**config.mk**
```make
export PLATFORM = sky130hd
export DESIGN_NAME = gac_host_flat
export DESIGN_NICKNAME = d
export VERILOG_FILES = /design/src/inc/gac_pkg.sv /design/src/inc/gac_link_if.sv /design/src/rtl/gac_host.sv /design/src/flat_wrapper.sv
export SDC_FILE = /design/constraint.sdc
export NUM_CORES = 1
export LEC_CHECK = 0
export BUFFER_PORTS_ARGS = -buffer_cell sky130_fd_sc_hd__buf_4
export CAP_MARGIN = 25
export CORE_MARGIN = 2
export CORE_UTILIZATION = 65
export DETAILED_ROUTE_END_ITERATION = 7
export GPL_TIMING_DRIVEN = 0
export MAX_ROUTING_LAYER = met4
export PLACE_DENSITY = 0.91
export SETUP_SLACK_MARGIN = 0.02
export SYNTH_ARGS = -nofsm -noshare
export SYNTH_HDL_FRONTEND = slang
export SYNTH_SLANG_ARGS = --single-unit
```
**constraint.sdc**
```tcl
create_clock -name pclk -period 13.9 [get_ports pclk]
set_input_delay 1.39 -clock pclk [delete_from_list [all_inputs] [get_ports pclk]]
set_output_delay 1.39 -clock pclk [all_outputs]
set_load 0.05 [all_outputs]
```
**src/inc/gac_pkg.sv**
```systemverilog
// Constants shared by both ends of the gimbal angle coupling link.
// Assumes a single 200 MHz clock on both ends and an APB master on the controller.
// How it works
// - Coarse error steps read counter at 12.8 kpps
// - Fine error steps read counter at 800 pps
// - Ternary error becomes direction plus drive pulses
// - Each read step sends signed angle pulse
// - Commanded pulses accumulate in up/down error counter
// - Read feedback pulses count error counter back
// - Error counter drives magnitude and sign outputs
// - Discretes asserted by pulling line low
// - Zero discrete clears all read counters together
// - Zero discrete holds read counters at zero
// - Controller holds zero discrete 400 ms minimum
// - Enable discrete opens all error counters together
// - Without enable, error counters cleared and blocked
// - Enable alone only for attitude display
// - Coarse align discrete drives coarse relay output
// - Feedback pulses pass only during coarse align
// - Coarse without enable blocks read counter steps
// - Takeover: drop enable, wait half second first
// - Enable 40 ms after takeover, pulses 4 ms later
// - Takeover discrete drives booster steering relay output
// - Coarse align leads enable by 40 ms
// - Coarse pulses 3200 pps, 60 ms bursts, 480 ms apart
package gac_pkg;

  // ---------------------------------------------------------------
  // Clock and widths
  // ---------------------------------------------------------------
  localparam int unsigned CLK_HZ  = 200_000_000;
  localparam int unsigned AXES    = 3;
  localparam int unsigned RCW     = 16;
  localparam int unsigned ECW     = 12;
  localparam int unsigned TMW     = 32;

  // ---------------------------------------------------------------
  // Device stepping rates
  // ---------------------------------------------------------------
  localparam int unsigned COARSE_PPS      = 12_800;
  localparam int unsigned FINE_PPS        = 800;
  localparam int unsigned COARSE_STEP_CYC = CLK_HZ / COARSE_PPS;
  localparam int unsigned FINE_STEP_CYC   = CLK_HZ / FINE_PPS;

  // ---------------------------------------------------------------
  // Controller timing, times in ms and in clock cycles, pulse rate in pps
  // ---------------------------------------------------------------
  localparam int unsigned ZERO_MIN_MS   = 400;
  localparam int unsigned TO_DROP_MS    = 500;
  localparam int unsigned EC_LEAD_MS    = 40;
  localparam int unsigned EC_SETTLE_MS  = 4;
  localparam int unsigned CMD_PPS       = 3_200;
  localparam int unsigned BURST_ON_MS   = 60;
  localparam int unsigned BURST_PER_MS  = 480;
  localparam int unsigned CYC_PER_MS    = CLK_HZ / 1000;
  localparam int unsigned ZERO_MIN_CYC  = ZERO_MIN_MS * CYC_PER_MS;
  localparam int unsigned TO_DROP_CYC   = TO_DROP_MS * CYC_PER_MS;
  localparam int unsigned EC_LEAD_CYC   = EC_LEAD_MS * CYC_PER_MS;
  localparam int unsigned EC_SETTLE_CYC = EC_SETTLE_MS * CYC_PER_MS;
  localparam int unsigned CMD_STEP_CYC  = CLK_HZ / CMD_PPS;
  localparam int unsigned BURST_ON_CYC  = BURST_ON_MS * CYC_PER_MS;
  localparam int unsigned BURST_PER_CYC = BURST_PER_MS * CYC_PER_MS;

  // ---------------------------------------------------------------
  // Controller register map (byte addresses) and control bits
  // ---------------------------------------------------------------
  localparam logic [7:0] A_CTRL   = 8'h00;
  localparam logic [7:0] A_STATUS = 8'h04;
  localparam logic [7:0] A_CMD0   = 8'h08;
  localparam logic [7:0] A_ANG0   = 8'h14;
  localparam int unsigned CTRL_ZERO  = 0;
  localparam int unsigned CTRL_CA    = 1;
  localparam int unsigned CTRL_DISP  = 2;
  localparam int unsigned CTRL_TO    = 3;
  localparam logic [3:0] CTRL_RST    = 4'h0;

  typedef enum logic [2:0] {
    S_IDLE, S_DISP, S_CA_LEAD, S_CA_RUN, S_TO_DROP, S_TO_LEAD, S_TO_SETTLE, S_TO_RUN
  } gac_seq_e;

endpackage : gac_pkg

```
**src/inc/gac_link_if.sv**
```systemverilog
// Discrete and pulse lines between the controller and the coupling unit.
// Discretes are active low; pulse lines are one-cycle high pulses.
`timescale 1ns/1ps
interface gac_link_if;
  logic       zero_n;
  logic       ec_enable_n;
  logic       coarse_align_n;
  logic       takeover_n;
  logic [2:0] cmd_up;
  logic [2:0] cmd_dn;
  logic [2:0] angle_up;
  logic [2:0] angle_dn;

  modport dev (
    input  zero_n, ec_enable_n, coarse_align_n, takeover_n, cmd_up, cmd_dn,
    output angle_up, angle_dn
  );
  modport host (
    output zero_n, ec_enable_n, coarse_align_n, takeover_n, cmd_up, cmd_dn,
    input  angle_up, angle_dn
  );
endinterface : gac_link_if

```
**src/rtl/gac_host.sv**
```systemverilog
// Guidance-computer end: APB registers, mode sequencing and pulse sender.
// Assumes an APB master on pclk and the coupling unit on the link interface.
//
// Local design decisions: the register offsets and the APB register port.
`timescale 1ns/1ps
module gac_host #(
  parameter int unsigned ZERO_MIN  = gac_pkg::ZERO_MIN_CYC,
  // Derived waits keep their ratios to the base waits, so one scale sets them all
  parameter int unsigned TO_DROP   = ZERO_MIN / 4 * 5,
  parameter int unsigned EC_LEAD   = gac_pkg::EC_LEAD_CYC,
  parameter int unsigned EC_SETTLE = EC_LEAD / (gac_pkg::EC_LEAD_MS / gac_pkg::EC_SETTLE_MS),
  parameter int unsigned CMD_STEP  = gac_pkg::CMD_STEP_CYC,
  parameter int unsigned BURST_ON  = gac_pkg::BURST_ON_CYC,
  parameter int unsigned BURST_PER = BURST_ON * (gac_pkg::BURST_PER_MS / gac_pkg::BURST_ON_MS)
) (
  input  wire logic        pclk,
  input  wire logic        presetn,
  input  wire logic        psel,
  input  wire logic        penable,
  input  wire logic        pwrite,
  input  wire logic [7:0]  paddr,
  input  wire logic [31:0] pwdata,
  output logic [31:0]      prdata,
  output logic             pready,
  output logic             pslverr,
  gac_link_if.host         link
);

  localparam int unsigned W = gac_pkg::TMW;

  // ---------------------------------------------------------------
  // APB decode
  // ---------------------------------------------------------------
  logic [3:0]           ctrl;
  gac_pkg::gac_seq_e    state;
  gac_pkg::gac_seq_e    next_state;
  logic [W-1:0]         seq_tmr;
  logic [W-1:0]         zero_tmr;
  logic [2:0][15:0]     pend;
  logic [2:0][15:0]     angle;
  logic [3:0]           disc;

  wire acc     = psel & penable & ~pready;
  // A write lands at the edge where the master sees pready, not at acceptance
  wire wr      = psel & penable & pready & pwrite;
  wire sel_ctl = paddr == gac_pkg::A_CTRL;
  wire sel_sts = paddr == gac_pkg::A_STATUS;
  wire [7:0] cmd_off = paddr - gac_pkg::A_CMD0;
  wire [7:0] ang_off = paddr - gac_pkg::A_ANG0;
  wire sel_cmd = (paddr >= gac_pkg::A_CMD0) && (paddr < gac_pkg::A_ANG0) && (paddr[1:0] == 2'b00);
  wire sel_ang = (paddr >= gac_pkg::A_ANG0) && (paddr < 8'h20) && (paddr[1:0] == 2'b00);
  wire [1:0] cidx = cmd_off[3:2];
  wire [1:0] aidx = ang_off[3:2];
  wire mapped  = sel_ctl | sel_sts | sel_cmd | sel_ang;
  wire [31:0] rd_mux = sel_ctl ? {28'h0000_000, ctrl}
                     : sel_sts ? {21'h00_0000, state, 4'h0, disc}
                     : sel_cmd ? {16'h0000, pend[cidx]}
                     : sel_ang ? {16'h0000, angle[aidx]}
                     : 32'h0000_0000;

  always_ff @(posedge pclk or negedge presetn) begin
    if (!presetn) begin
      pready  <= 1'b0;
      pslverr <= 1'b0;
      prdata  <= 32'h0000_0000;
    end else begin
      pready  <= acc;
      pslverr <= acc & ~mapped;
      prdata  <= (acc & ~pwrite) ? rd_mux : 32'h0000_0000;
    end
  end

  always_ff @(posedge pclk or negedge presetn) begin
    if (!presetn) begin
      ctrl <= gac_pkg::CTRL_RST;
    end else if (wr && sel_ctl) begin
      ctrl <= pwdata[3:0];
    end
  end

  // ---------------------------------------------------------------
  // Mode sequencer
  // ---------------------------------------------------------------
  wire tmr_done = seq_tmr == '0;
  wire ec_used  = (state == gac_pkg::S_DISP) || (state == gac_pkg::S_CA_RUN);

  always_comb begin
    next_state = state;
    case (state)
      gac_pkg::S_TO_DROP:   if (!ctrl[gac_pkg::CTRL_TO]) next_state = gac_pkg::S_IDLE;
                            else if (tmr_done) next_state = gac_pkg::S_TO_LEAD;
      gac_pkg::S_TO_LEAD:   if (!ctrl[gac_pkg::CTRL_TO]) next_state = gac_pkg::S_IDLE;
                            else if (tmr_done) next_state = gac_pkg::S_TO_SETTLE;
      gac_pkg::S_TO_SETTLE: if (!ctrl[gac_pkg::CTRL_TO]) next_state = gac_pkg::S_IDLE;
                            else if (tmr_done) next_state = gac_pkg::S_TO_RUN;
      gac_pkg::S_TO_RUN:    if (!ctrl[gac_pkg::CTRL_TO]) next_state = gac_pkg::S_IDLE;
      gac_pkg::S_CA_LEAD:   if (ctrl[gac_pkg::CTRL_TO]) next_state = gac_pkg::S_TO_LEAD;
                            else if (!ctrl[gac_pkg::CTRL_CA]) next_state = gac_pkg::S_IDLE;
                            else if (tmr_done) next_state = gac_pkg::S_CA_RUN;
      default: begin
        if (ctrl[gac_pkg::CTRL_TO]) begin
          next_state = ec_used ? gac_pkg::S_TO_DROP : gac_pkg::S_TO_LEAD;
        end else if (ctrl[gac_pkg::CTRL_CA]) begin
          next_state = (state == gac_pkg::S_CA_RUN) ? gac_pkg::S_CA_RUN : gac_pkg::S_CA_LEAD;
        end else if (ctrl[gac_pkg::CTRL_DISP]) begin
          next_state = gac_pkg::S_DISP;
        end else begin
          next_state = gac_pkg::S_IDLE;
        end
      end
    endcase
  end

  wire [W-1:0] load_val = (next_state == gac_pkg::S_TO_DROP)   ? TO_DROP[W-1:0]
                        : (next_state == gac_pkg::S_TO_SETTLE) ? EC_SETTLE[W-1:0]
                        : EC_LEAD[W-1:0];
  wire zero_req = ctrl[gac_pkg::CTRL_ZERO] | (zero_tmr != '0);
  wire ec_out   = (next_state == gac_pkg::S_DISP) || (next_state == gac_pkg::S_CA_RUN)
               || (next_state == gac_pkg::S_TO_SETTLE) || (next_state == gac_pkg::S_TO_RUN);
  wire ca_out   = (next_state == gac_pkg::S_CA_LEAD) || (next_state == gac_pkg::S_CA_RUN);
  wire to_out   = (next_state == gac_pkg::S_TO_LEAD) || (next_state == gac_pkg::S_TO_SETTLE)
               || (next_state == gac_pkg::S_TO_RUN);

  always_ff @(posedge pclk or negedge presetn) begin
    if (!presetn) begin
      state    <= gac_pkg::S_IDLE;
      seq_tmr  <= '0;
      zero_tmr <= '0;
      disc     <= 4'h0;
    end else begin
      state    <= next_state;
      seq_tmr  <= (next_state != state) ? load_val - 1'b1 : (tmr_done ? seq_tmr : seq_tmr - 1'b1);
      zero_tmr <= (ctrl[gac_pkg::CTRL_ZERO] && !disc[0]) ? ZERO_MIN[W-1:0] - 1'b1
                : ((zero_tmr != '0) ? zero_tmr - 1'b1 : zero_tmr);
      disc     <= {to_out, ca_out, ec_out, zero_req};
    end
  end

  assign link.zero_n         = ~disc[0];
  assign link.ec_enable_n    = ~disc[1];
  assign link.coarse_align_n = ~disc[2];
  assign link.takeover_n     = ~disc[3];

  // ---------------------------------------------------------------
  // Commanded pulse sender and angle accumulator
  // ---------------------------------------------------------------
  logic [W-1:0] rate_tmr;
  logic [W-1:0] burst_tmr;
  logic [2:0]   up_q;
  logic [2:0]   dn_q;

  // Coarse align sends only inside the burst window; display and takeover run send steadily
  wire in_burst = burst_tmr < BURST_ON[W-1:0];
  wire send_ok  = (state == gac_pkg::S_TO_RUN) || (state == gac_pkg::S_DISP)
               || ((state == gac_pkg::S_CA_RUN) && in_burst);
  wire rate_hit = rate_tmr >= CMD_STEP[W-1:0] - 1'b1;

  always_ff @(posedge pclk or negedge presetn) begin
    if (!presetn) begin
      rate_tmr  <= '0;
      burst_tmr <= '0;
    end else begin
      rate_tmr  <= rate_hit ? '0 : rate_tmr + 1'b1;
      burst_tmr <= (state != gac_pkg::S_CA_RUN || burst_tmr >= BURST_PER[W-1:0] - 1'b1)
                 ? '0 : burst_tmr + 1'b1;
    end
  end

  assign link.cmd_up = up_q;
  assign link.cmd_dn = dn_q;

  genvar g;
  generate
    for (g = 0; g < 3; g++) begin : g_axis
      wire fire = send_ok && rate_hit && (pend[g] != 16'h0000);
      always_ff @(posedge pclk or negedge presetn) begin
        if (!presetn) begin
          pend[g]  <= 16'h0000;
          up_q[g]  <= 1'b0;
          dn_q[g]  <= 1'b0;
          angle[g] <= 16'h0000;
        end else begin
          up_q[g] <= fire & ~pend[g][15];
          dn_q[g] <= fire & pend[g][15];
          if (wr && sel_cmd && cidx == g[1:0]) begin
            pend[g] <= pwdata[15:0];
          end else if (fire) begin
            pend[g] <= pend[g][15] ? pend[g] + 1'b1 : pend[g] - 1'b1;
          end
          if (link.angle_up[g] && !link.angle_dn[g]) begin
            angle[g] <= angle[g] + 1'b1;
          end else if (link.angle_dn[g] && !link.angle_up[g]) begin
            angle[g] <= angle[g] - 1'b1;
          end
        end
      end
    end
  endgenerate

endmodule : gac_host

```
**src/flat_wrapper.sv**
```systemverilog
// flat-port wrapper written by rule: the top's interface ports become plain ports
module gac_host_flat 
#(
  parameter int unsigned ZERO_MIN  = gac_pkg::ZERO_MIN_CYC,
                                                                                  
  parameter int unsigned TO_DROP   = ZERO_MIN / 4 * 5,
  parameter int unsigned EC_LEAD   = gac_pkg::EC_LEAD_CYC,
  parameter int unsigned EC_SETTLE = EC_LEAD / (gac_pkg::EC_LEAD_MS / gac_pkg::EC_SETTLE_MS),
  parameter int unsigned CMD_STEP  = gac_pkg::CMD_STEP_CYC,
  parameter int unsigned BURST_ON  = gac_pkg::BURST_ON_CYC,
  parameter int unsigned BURST_PER = BURST_ON * (gac_pkg::BURST_PER_MS / gac_pkg::BURST_ON_MS)
)
  (pclk, presetn, psel, penable, pwrite, paddr, pwdata, prdata, pready, pslverr, link_zero_n, link_ec_enable_n, link_coarse_align_n, link_takeover_n, link_cmd_up, link_cmd_dn, link_angle_up, link_angle_dn);
  gac_link_if link_i ();
  input  wire logic pclk;
  input  wire logic presetn;
  input  wire logic psel;
  input  wire logic penable;
  input  wire logic pwrite;
  input  wire logic [7:0] paddr;
  input  wire logic [31:0] pwdata;
  output logic [31:0] prdata;
  output logic pready;
  output logic pslverr;
  output wire logic [$bits(link_i.zero_n)-1:0] link_zero_n;
  output wire logic [$bits(link_i.ec_enable_n)-1:0] link_ec_enable_n;
  output wire logic [$bits(link_i.coarse_align_n)-1:0] link_coarse_align_n;
  output wire logic [$bits(link_i.takeover_n)-1:0] link_takeover_n;
  output wire logic [$bits(link_i.cmd_up)-1:0] link_cmd_up;
  output wire logic [$bits(link_i.cmd_dn)-1:0] link_cmd_dn;
  input wire logic [$bits(link_i.angle_up)-1:0] link_angle_up;
  input wire logic [$bits(link_i.angle_dn)-1:0] link_angle_dn;
  assign link_zero_n = link_i.zero_n;
  assign link_ec_enable_n = link_i.ec_enable_n;
  assign link_coarse_align_n = link_i.coarse_align_n;
  assign link_takeover_n = link_i.takeover_n;
  assign link_cmd_up = link_i.cmd_up;
  assign link_cmd_dn = link_i.cmd_dn;
  assign link_i.angle_up = link_angle_up;
  assign link_i.angle_dn = link_angle_dn;
  gac_host #(.ZERO_MIN(ZERO_MIN), .TO_DROP(TO_DROP), .EC_LEAD(EC_LEAD), .EC_SETTLE(EC_SETTLE), .CMD_STEP(CMD_STEP), .BURST_ON(BURST_ON), .BURST_PER(BURST_PER)) u_core (.pclk(pclk), .presetn(presetn), .psel(psel), .penable(penable), .pwrite(pwrite), .paddr(paddr), .pwdata(pwdata), .prdata(prdata), .pready(pready), .pslverr(pslverr), .link(link_i));
endmodule
```
==> results of run 1 <==
power groups by stage:
| stage | Clock [mW] | Sequential, mW | Combinational, mW |
|---|---|---|---|
| 6_report | 0.820 | 1.27 | 1.94 |
| 5_1_grt | 0.856 | 1.30 | 2.16 |
| 4_1_cts | 0.823 | 1.26 | 1.90 |
| 3_5_place_dp | 0 | 1.26 | 1.87 |
| 3_3_place_gp | 0 | 1.25 | 1.76 |
| 2_1_floorplan | 0 | 1.18 | 1.50 |
layer usage:
metal / global-route usage (%) / vias up / part of all wire [%]
met5: - / - / 0
met4: 15.2 / 0 / 5.1
met3: 3.67 / 151 / 7.5
met2: 52.7 / 711 / 47
met1: 43.8 / 7131 / 41
li1: - / 6884 / -
state kept, by name (all words and copies together) (netlist names):
name / count
u_core.angle: 48
u_core.burst_tmr: 32
u_core.ctrl: 4
u_core.disc: 4
u_core.link.cmd_dn: 3
u_core.link.cmd_up: 3
u_core.pend: 48
u_core.prdata: 16
u_core.pready: 1
u_core.pslverr: 1
u_core.rate_tmr: 32
u_core.seq_tmr: 32
u_core.state: 3
u_core.zero_tmr: 32
worst max-delay path by stage:
stage,from,to,slack [ns],cells past startpoint
floorplan,u_core.seq_tmr[5],u_core.seq_tmr[30],9.08,18
global placement,u_core.seq_tmr[5],u_core.seq_tmr[30],8.16,18
detailed placement,u_core.seq_tmr[5],u_core.seq_tmr[30],8.17,18
CTS,u_core.seq_tmr[5],u_core.seq_tmr[30],8.10,18
global route,u_core.seq_tmr[5],u_core.seq_tmr[30],7.70,18
finish,u_core.seq_tmr[5],u_core.seq_tmr[30],7.99,18
cells in the mapped netlist, drive strengths merged, types with 25 or more instances:
cell type | instances | area share, %
a21o | 42 | 1.9
a21oi | 115 | 3.5
a31oi | 37 | 1.4
clkbuf | 57 | 1.3
dfrtp | 259 | 40
ha | 99 | 7.6
inv | 53 | 1.2
mux2i | 58 | 3.6
nand2 | 200 | 4.6
nand3 | 56 | 1.8
nor2 | 179 | 4.1
nor3 | 48 | 1.5
nor4 | 30 | 1.2
o21ai | 130 | 4.0
o31ai | 25 | 1.1
xnor2 | 64 | 3.4
xor2 | 65 | 3.5
critical path: stages (launching register included):
cell      delay [ns]
dfrtp_1         0.42
or4_4           0.57
or4_1           0.55
buf_2           0.19
or4_4           0.42
buf_6           0.16
o21bai_1        0.48
nand2_1         0.14
clkbuf_1        0.28
clkbuf_1        0.31
nand2_1         0.14
ha_1            0.30
inv_1           0.12
a21oi_1         0.13
nand2_1         0.13
a21oi_1         0.55
nand3_4         0.23
or4_1           0.56
a21oi_1         0.15
cells in the final DEF, fill, tap and decap left out, types with 6 or more instances in the layout:
master | synthesis | final
nor2b_1 | 8 | 8
o31ai_1 | 25 | 25
o211ai_1 | 12 | 12
nor2_1 | 179 | 179
xor2_1 | 65 | 65
o21a_1 | 15 | 15
nor4b_1 | 7 | 7
and3_1 | 21 | 21
fa_1 | 6 | 6
nand2_1 | 200 | 200
o21bai_1 | 7 | 7
nand2b_1 | 8 | 8
nor4_1 | 29 | 29
a31oi_1 | 37 | 37
mux2i_1 | 57 | 57
xnor2_1 | 64 | 64
dfrtp_1 | 259 | 259
mux2_2 | 7 | 7
nand3_1 | 55 | 55
a22oi_1 | 15 | 15
a2111oi_0 | 12 | 12
a21oi_1 | 115 | 115
a211oi_1 | 17 | 17
nor3_1 | 48 | 48
conb_1 | 1 | 37
ha_1 | 99 | 99
o41ai_1 | 6 | 6
inv_1 | 53 | 53
or3_1 | 23 | 23
o21ai_0 | 129 | 129
or2_2 | 12 | 12
clkbuf_16 | 0 | 29
and2_1 | 15 | 15
nand4_1 | 24 | 24
a21o_1 | 42 | 42
buf_4 | 16 | 77
clkbuf_1 | 57 | 60
or4_1 | 15 | 15
cells by family after synthesis:
logic type,count (synthesis)
AND/OR/NAND/NOR,664
buffers and inverters,132
flip-flops,259
AO/OA/AOI/OAI,474
XOR/XNOR,129
adder cells (fa/ha/maj),105
other,1
multiplexers,66
layout make-up:
cell class                 count  area (um2)
buffer                        79         367
clock buffer                  36         792
clock inverter                17         233
fill                        1759        6470
inverter                      53         199
multi-input combinational   1475        9460
sequential                   259        6480
tap                          330         413
timing repair buffer          66         546
==> flow_summary.json, run 1 <==
{
  "run_status": "finished, final reports clean",
  "maxCapViolations": 0,
  "post-place-ws_ns": 8.17,
  "clockPowerShare_pct": 20.3,
  "cp.required_ns": 14.36,
  "p_seq_share_pct": 31.5,
  "placedCellCount": 2261,
  "cp-start-kind": "flip-flop",
  "synth_async_sr_flop_share_pct": 100,
  "clkSinkCount": 259,
  "arrival_ns": 6.38,
  "hold_buffers": 0,
  "grt_pass1_vias": 14200,
  "ys_types": 70,
  "leakage_nw": 8.21,
  "final.setup.worst_slack_ns": 7.99,
  "holdPathStages": 1,
  "fin_crit_ns": 5.91,
  "utilization_pct": 74.1,
  "worstRegToRegCells": 18,
  "drt_iter0_markers": 1447,
  "synth_ff_type": "dfrtp_1",
  "portBuffers": 62,
  "skew_ns": 0.00858,
  "clockRootBuffer": "clkbuf_16",
  "power_frac_comb_pct": 48.2,
  "rsz0062_at_grt": "no",
  "clock_latency_ns": 0.55,
  "holdCritStartpoint": "u_core.angle[47]",
  "internal-power_mw": 2.33,
  "grt-ovfl-total": 0,
  "n_antenna_cell": 0,
  "area_delta_synth_final_pct": 12.9,
  "ys_ff_latch": 259,
  "muxShareOfSynthArea_pct": 4.19,
  "initial_core_util_pct": 65.6,
  "gp_congestion": 0.972,
  "instances_no_fill": 2315,
  "rr_endpoint": "u_core.seq_tmr[30]",
  "htreeDepth": 1,
  "power_mw": 4.03,
  "cts_tree": "yes",
  "critPathKind": "reg2reg",
  "placed_cell_area_mm2": 0.0175,
  "ir_worst_vdd_mv": 0.179,
  "drv_slew": 0,
  "hold_class": "reg2reg",
  "whs_ns": 0.474,
  "grt_pass1_wl_um": 70100,
  "drc": 0,
  "synth_simple_gate_area_share_pct": 19.4,
  "slew_headroom_pct": 27.5,
  "io_pins": 95,
  "p_sw_share_pct": 42.4,
  "r2r-start": "u_core.seq_tmr[5]",
  "chipHeight_um": 163,
  "num_vias": 14900,
  "switching_power_mw": 1.71,
  "synth_top_family_by_area": "simple AND/OR/NAND/NOR gates",
  "worst_slew_pin_slew_ns": 1.08,
  "cts_buffers": 29,
  "cp-end-kind": "flip-flop",
  "clkTransAtPathRegs_ns": 0.06,
  "finalSetupTns_ns": 0,
  "die_w_um": 163,
  "ys_seq_area_share_pct": 39.6,
  "num_rows": 58,
  "coreArea_mm2": 0.0250,
  "postRouteWirelength_um": 43000,
  "dr.pass1.iters": 5,
  "syn_inst": 1830,
  "fp.dieArea_mm2": 0.0265,
  "ant_nets": 0,
  "ys.warnings.count": 0,
  "synth_fa_ha_area_share_pct": 8.30,
  "hold_viol_final": 0,
  "setup_viol": 0,
  "post-dp-hpwl_um": 30800,
  "synth_area_per_cell_um2": 8.95,
  "routedWlPerCell_um": 18.6,
  "final.period_utilization_pct": 42.5,
  "holdPathEnd": "u_core.angle[47]",
  "viasPerCell": 6.43,
  "rrSetupSlack_ns": 7.99,
  "synth_compound_area_share_pct": 18.1,
  "max_freq_mhz": 169,
  "cts_resized": 0,
  "pwr_density_cell_mw_per_mm2": 218,
  "drive_above_1_share_pct": 8.31,
  "synthXorXnorAreaFrac_pct": 6.90,
  "final_cell_area_mm2": 0.0185,
  "synth_edf_count": 0,
  "nNetsFinal": 2119,
  "antenna_found_initial": 0,
  "path_max_fanout": 10,
  "post-cts-setup-buffers": 0,
  "grt_start_max_net_pins": 127,
  "syn_area_mm2": 0.0164,
  "cts_buffer_depth": 3,
  "grtUsageTotal_pct": 33.4
}
Note: power is estimated with default switching activity, not from simulation.
==> run 2, diff against run 1 <==
--- a/config.mk
+++ b/config.mk
@@ -8,11 +8,11 @@
 export BUFFER_PORTS_ARGS = -buffer_cell sky130_fd_sc_hd__buf_4
 export CAP_MARGIN = 25
 export CORE_MARGIN = 2
-export CORE_UTILIZATION = 65
+export CORE_UTILIZATION = 62
 export DETAILED_ROUTE_END_ITERATION = 7
 export GPL_TIMING_DRIVEN = 0
 export MAX_ROUTING_LAYER = met4
-export PLACE_DENSITY = 0.91
+export PLACE_DENSITY = 0.88
 export SETUP_SLACK_MARGIN = 0.02
 export SYNTH_ARGS = -nofsm -noshare
 export SYNTH_HDL_FRONTEND = slang
==> constraint.sdc (replaced) <==
create_clock -name pclk -period 6.1 [get_ports pclk]
set_input_delay 0.61 -clock pclk [delete_from_list [all_inputs] [get_ports pclk]]
set_output_delay 0.61 -clock pclk [all_outputs]
set_load 0.05 [all_outputs]
==> flow_summary.json, run 2 (synthesis results as in run 1) <==
{
  "run_status": "finished, final reports clean",
  "whs_ns": 0.297,
  "hold_class": "in2reg",
  "die_w_um": 167,
  "ir_worst_vdd_mv": 0.357,
  "coreArea_mm2": 0.0260,
  "crit_buf_inv": 5,
  "grt_pass1_vias": 14300,
  "pwr_density_cell_mw_per_mm2": 490,
  "cts_buffers": 30,
  "clockRootBuffer": "clkbuf_16",
  "r2r-start": "u_core.seq_tmr[5]",
  "holdPathStages": 3,
  "path_common_cell": "nand2_1",
  "cp_top_family": "simple AND/OR/NAND/NOR gates",
  "antenna_found_initial": 0,
  "rr_endpoint": "u_core.seq_tmr[30]",
  "grt_start_max_net_pins": 110,
  "num_rows": 59,
  "multi_input_area_mm2": 0.00947,
  "slew_headroom_pct": 31.8,
  "viasPerCell": 6.36,
  "cp-start-kind": "flip-flop",
  "fp.dieArea_mm2": 0.0277,
  "cp.required_ns": 6.57,
  "clkTransAtPathRegs_ns": 0.06,
  "gp_congestion": 0.968,
  "layout_common_cells": "dfrtp_1 (259), nand2_1 (200), nor2_1 (179)",
  "finalSetupTns_ns": 0,
  "maxCapViolations": 0,
  "arrival_ns": 6.13,
  "max_freq_mhz": 177,
  "drive_above_1_share_pct": 8.60,
  "crit_cells": 18,
  "skew_ns": 0.0358,
  "post-cts-setup-buffers": 0,
  "rrSetupSlack_ns": 0.44,
  "hold_viol_final": 0,
  "grt-ovfl-total": 0,
  "grt_pass1_wl_um": 70200,
  "area_delta_synth_final_pct": 12.9,
  "final.period_utilization_pct": 92.7,
  "final_cell_area_mm2": 0.0185,
  "clkSinkCount": 259,
  "initial_core_util_pct": 63.0,
  "leakage_nw": 8.19,
  "worstRegToRegCells": 18,
  "fin_crit_ns": 5.66,
  "drc": 0,
  "num_vias": 14800,
  "htreeDepth": 1,
  "holdCritStartpoint": "pwdata[6]",
  "clock_latency_ns": 0.58,
  "cts_tree": "yes",
  "post-dp-hpwl_um": 30100,
  "io_pins": 95,
  "n_antenna_cell": 0,
  "nNetsFinal": 2121,
  "critPathSlowestCell": "or4_4",
  "routedWlPerCell_um": 18.1,
  "worst_slew_pin_slew_ns": 1.02,
  "cp-end-kind": "flip-flop",
  "critPathKind": "reg2reg",
  "setup_viol": 0,
  "dr.pass1.iters": 5,
  "path_max_fanout": 10,
  "rsz0062_at_grt": "no",
  "holdPathEnd": "u_core.pend[6]",
  "chipHeight_um": 167,
  "grtUsageTotal_pct": 31.0,
  "placed_cell_area_mm2": 0.0175,
  "critical-path-max-stage-delay_ns": 0.57,
  "postRouteWirelength_um": 42100,
  "final_common_cell": "dfrtp_1",
  "drt_iter0_markers": 1632,
  "largestRegisters": "u_core.angle: 48 flops, u_core.pend: 48 flops",
  "cts_buffer_depth": 3,
  "drv_slew": 0,
  "nFillCells": 1891,
  "portBuffers": 62,
  "cp_cell_sequence": "or4_4 > or4_1 > buf_2 > or4_4 > buf_6 > o21bai_1 > nand2_1 > clkbuf_1 > clkbuf_1 > nand2_1 > ha_1 > inv_1 > a21oi_1 > nand2_1 > a21oi_2 > nand3_4 > or4_1 > a21oi_1",
  "ff_latch_area_mm2": 0.00648,
  "ant_nets": 0
}
[run 2: cell count changes in the layout (fill, tap and decap cells not counted), sizes merged]
cell          change
clkinv            +6
bufinv            -2
clkbuf            -2
clkinvlp          +2
dlygate4sd3       +1
dlymetal6s2s      -1
inv               -1
[run 2: per-stage QoR]
stage	instances	total power, mW	util, %	setup slack, ns
finish	2323	9.06	71.1	0.445
global route	2323	9.70	71.1	0.213
detailed placement	2266	7.10	67.2	0.405
floorplan	1866	6.10	-	1.28
CTS	2322	8.96	71.1	0.349
global placement	2263	6.86	66.9	0.487
[run 2: worst reg2reg max path, delay by kind of cell (launching register included)]
kind / cells / cell delay (ns)
adders and majority gates: 1 / 0.31
AOI/OAI and AO/OA: 4 / 1.12
buffers and inverters: 5 / 1.08
DFF: 1 / 0.41
and+or+nand+nor: 8 / 2.64
[run 2: what timing repair did]
| action | 4_1_cts | 5_1_grt |
|---|---|---|
| setup endpoints to repair | 0 | 3 |
| hold buffers | 1 | 0 |
| hold endpoints to repair | 42 | 0 |
| resized for setup | 0 | 2 |
[run 2: power by group]
part / total (mW) / switching (mW) / internal [mW]
clock: 1.81 / 0.758 / 1.05
combinational: 4.37 / 2.46 / 1.92
sequential: 2.88 / 0.636 / 2.24
[run 2: area by class of cell]
type,instances,share of cell area [%]
clock buffer,33,4.24
clock inverter,22,1.15
tap,335,2.27
sequential,259,35.1
inverter,53,1.08
multi-input combinational,1475,51.3
timing repair buffer,67,2.96
buffer,79,1.98
[run 2: how the worst max path moves through the flow]
stage                                  from                 end  slack (ns)
after global routing      u_core.seq_tmr[5]  u_core.seq_tmr[28]        0.21
after global placement    u_core.seq_tmr[5]  u_core.seq_tmr[30]        0.49
after floorplan           u_core.seq_tmr[5]  u_core.seq_tmr[30]        1.28
after detailed placement  u_core.seq_tmr[5]  u_core.seq_tmr[30]        0.41
after CTS                 u_core.seq_tmr[5]  u_core.seq_tmr[28]        0.35
final                     u_core.seq_tmr[5]  u_core.seq_tmr[30]        0.44
[run 2: metal layers]
metal	vias to the layer above	wire length, um	global-route usage, %
met5	-	0	-
met3	162	3040	4.04
met2	651	19700	49.2
met1	7106	17500	40.8
met4	0	1870	12.3
li1	6862	-	-
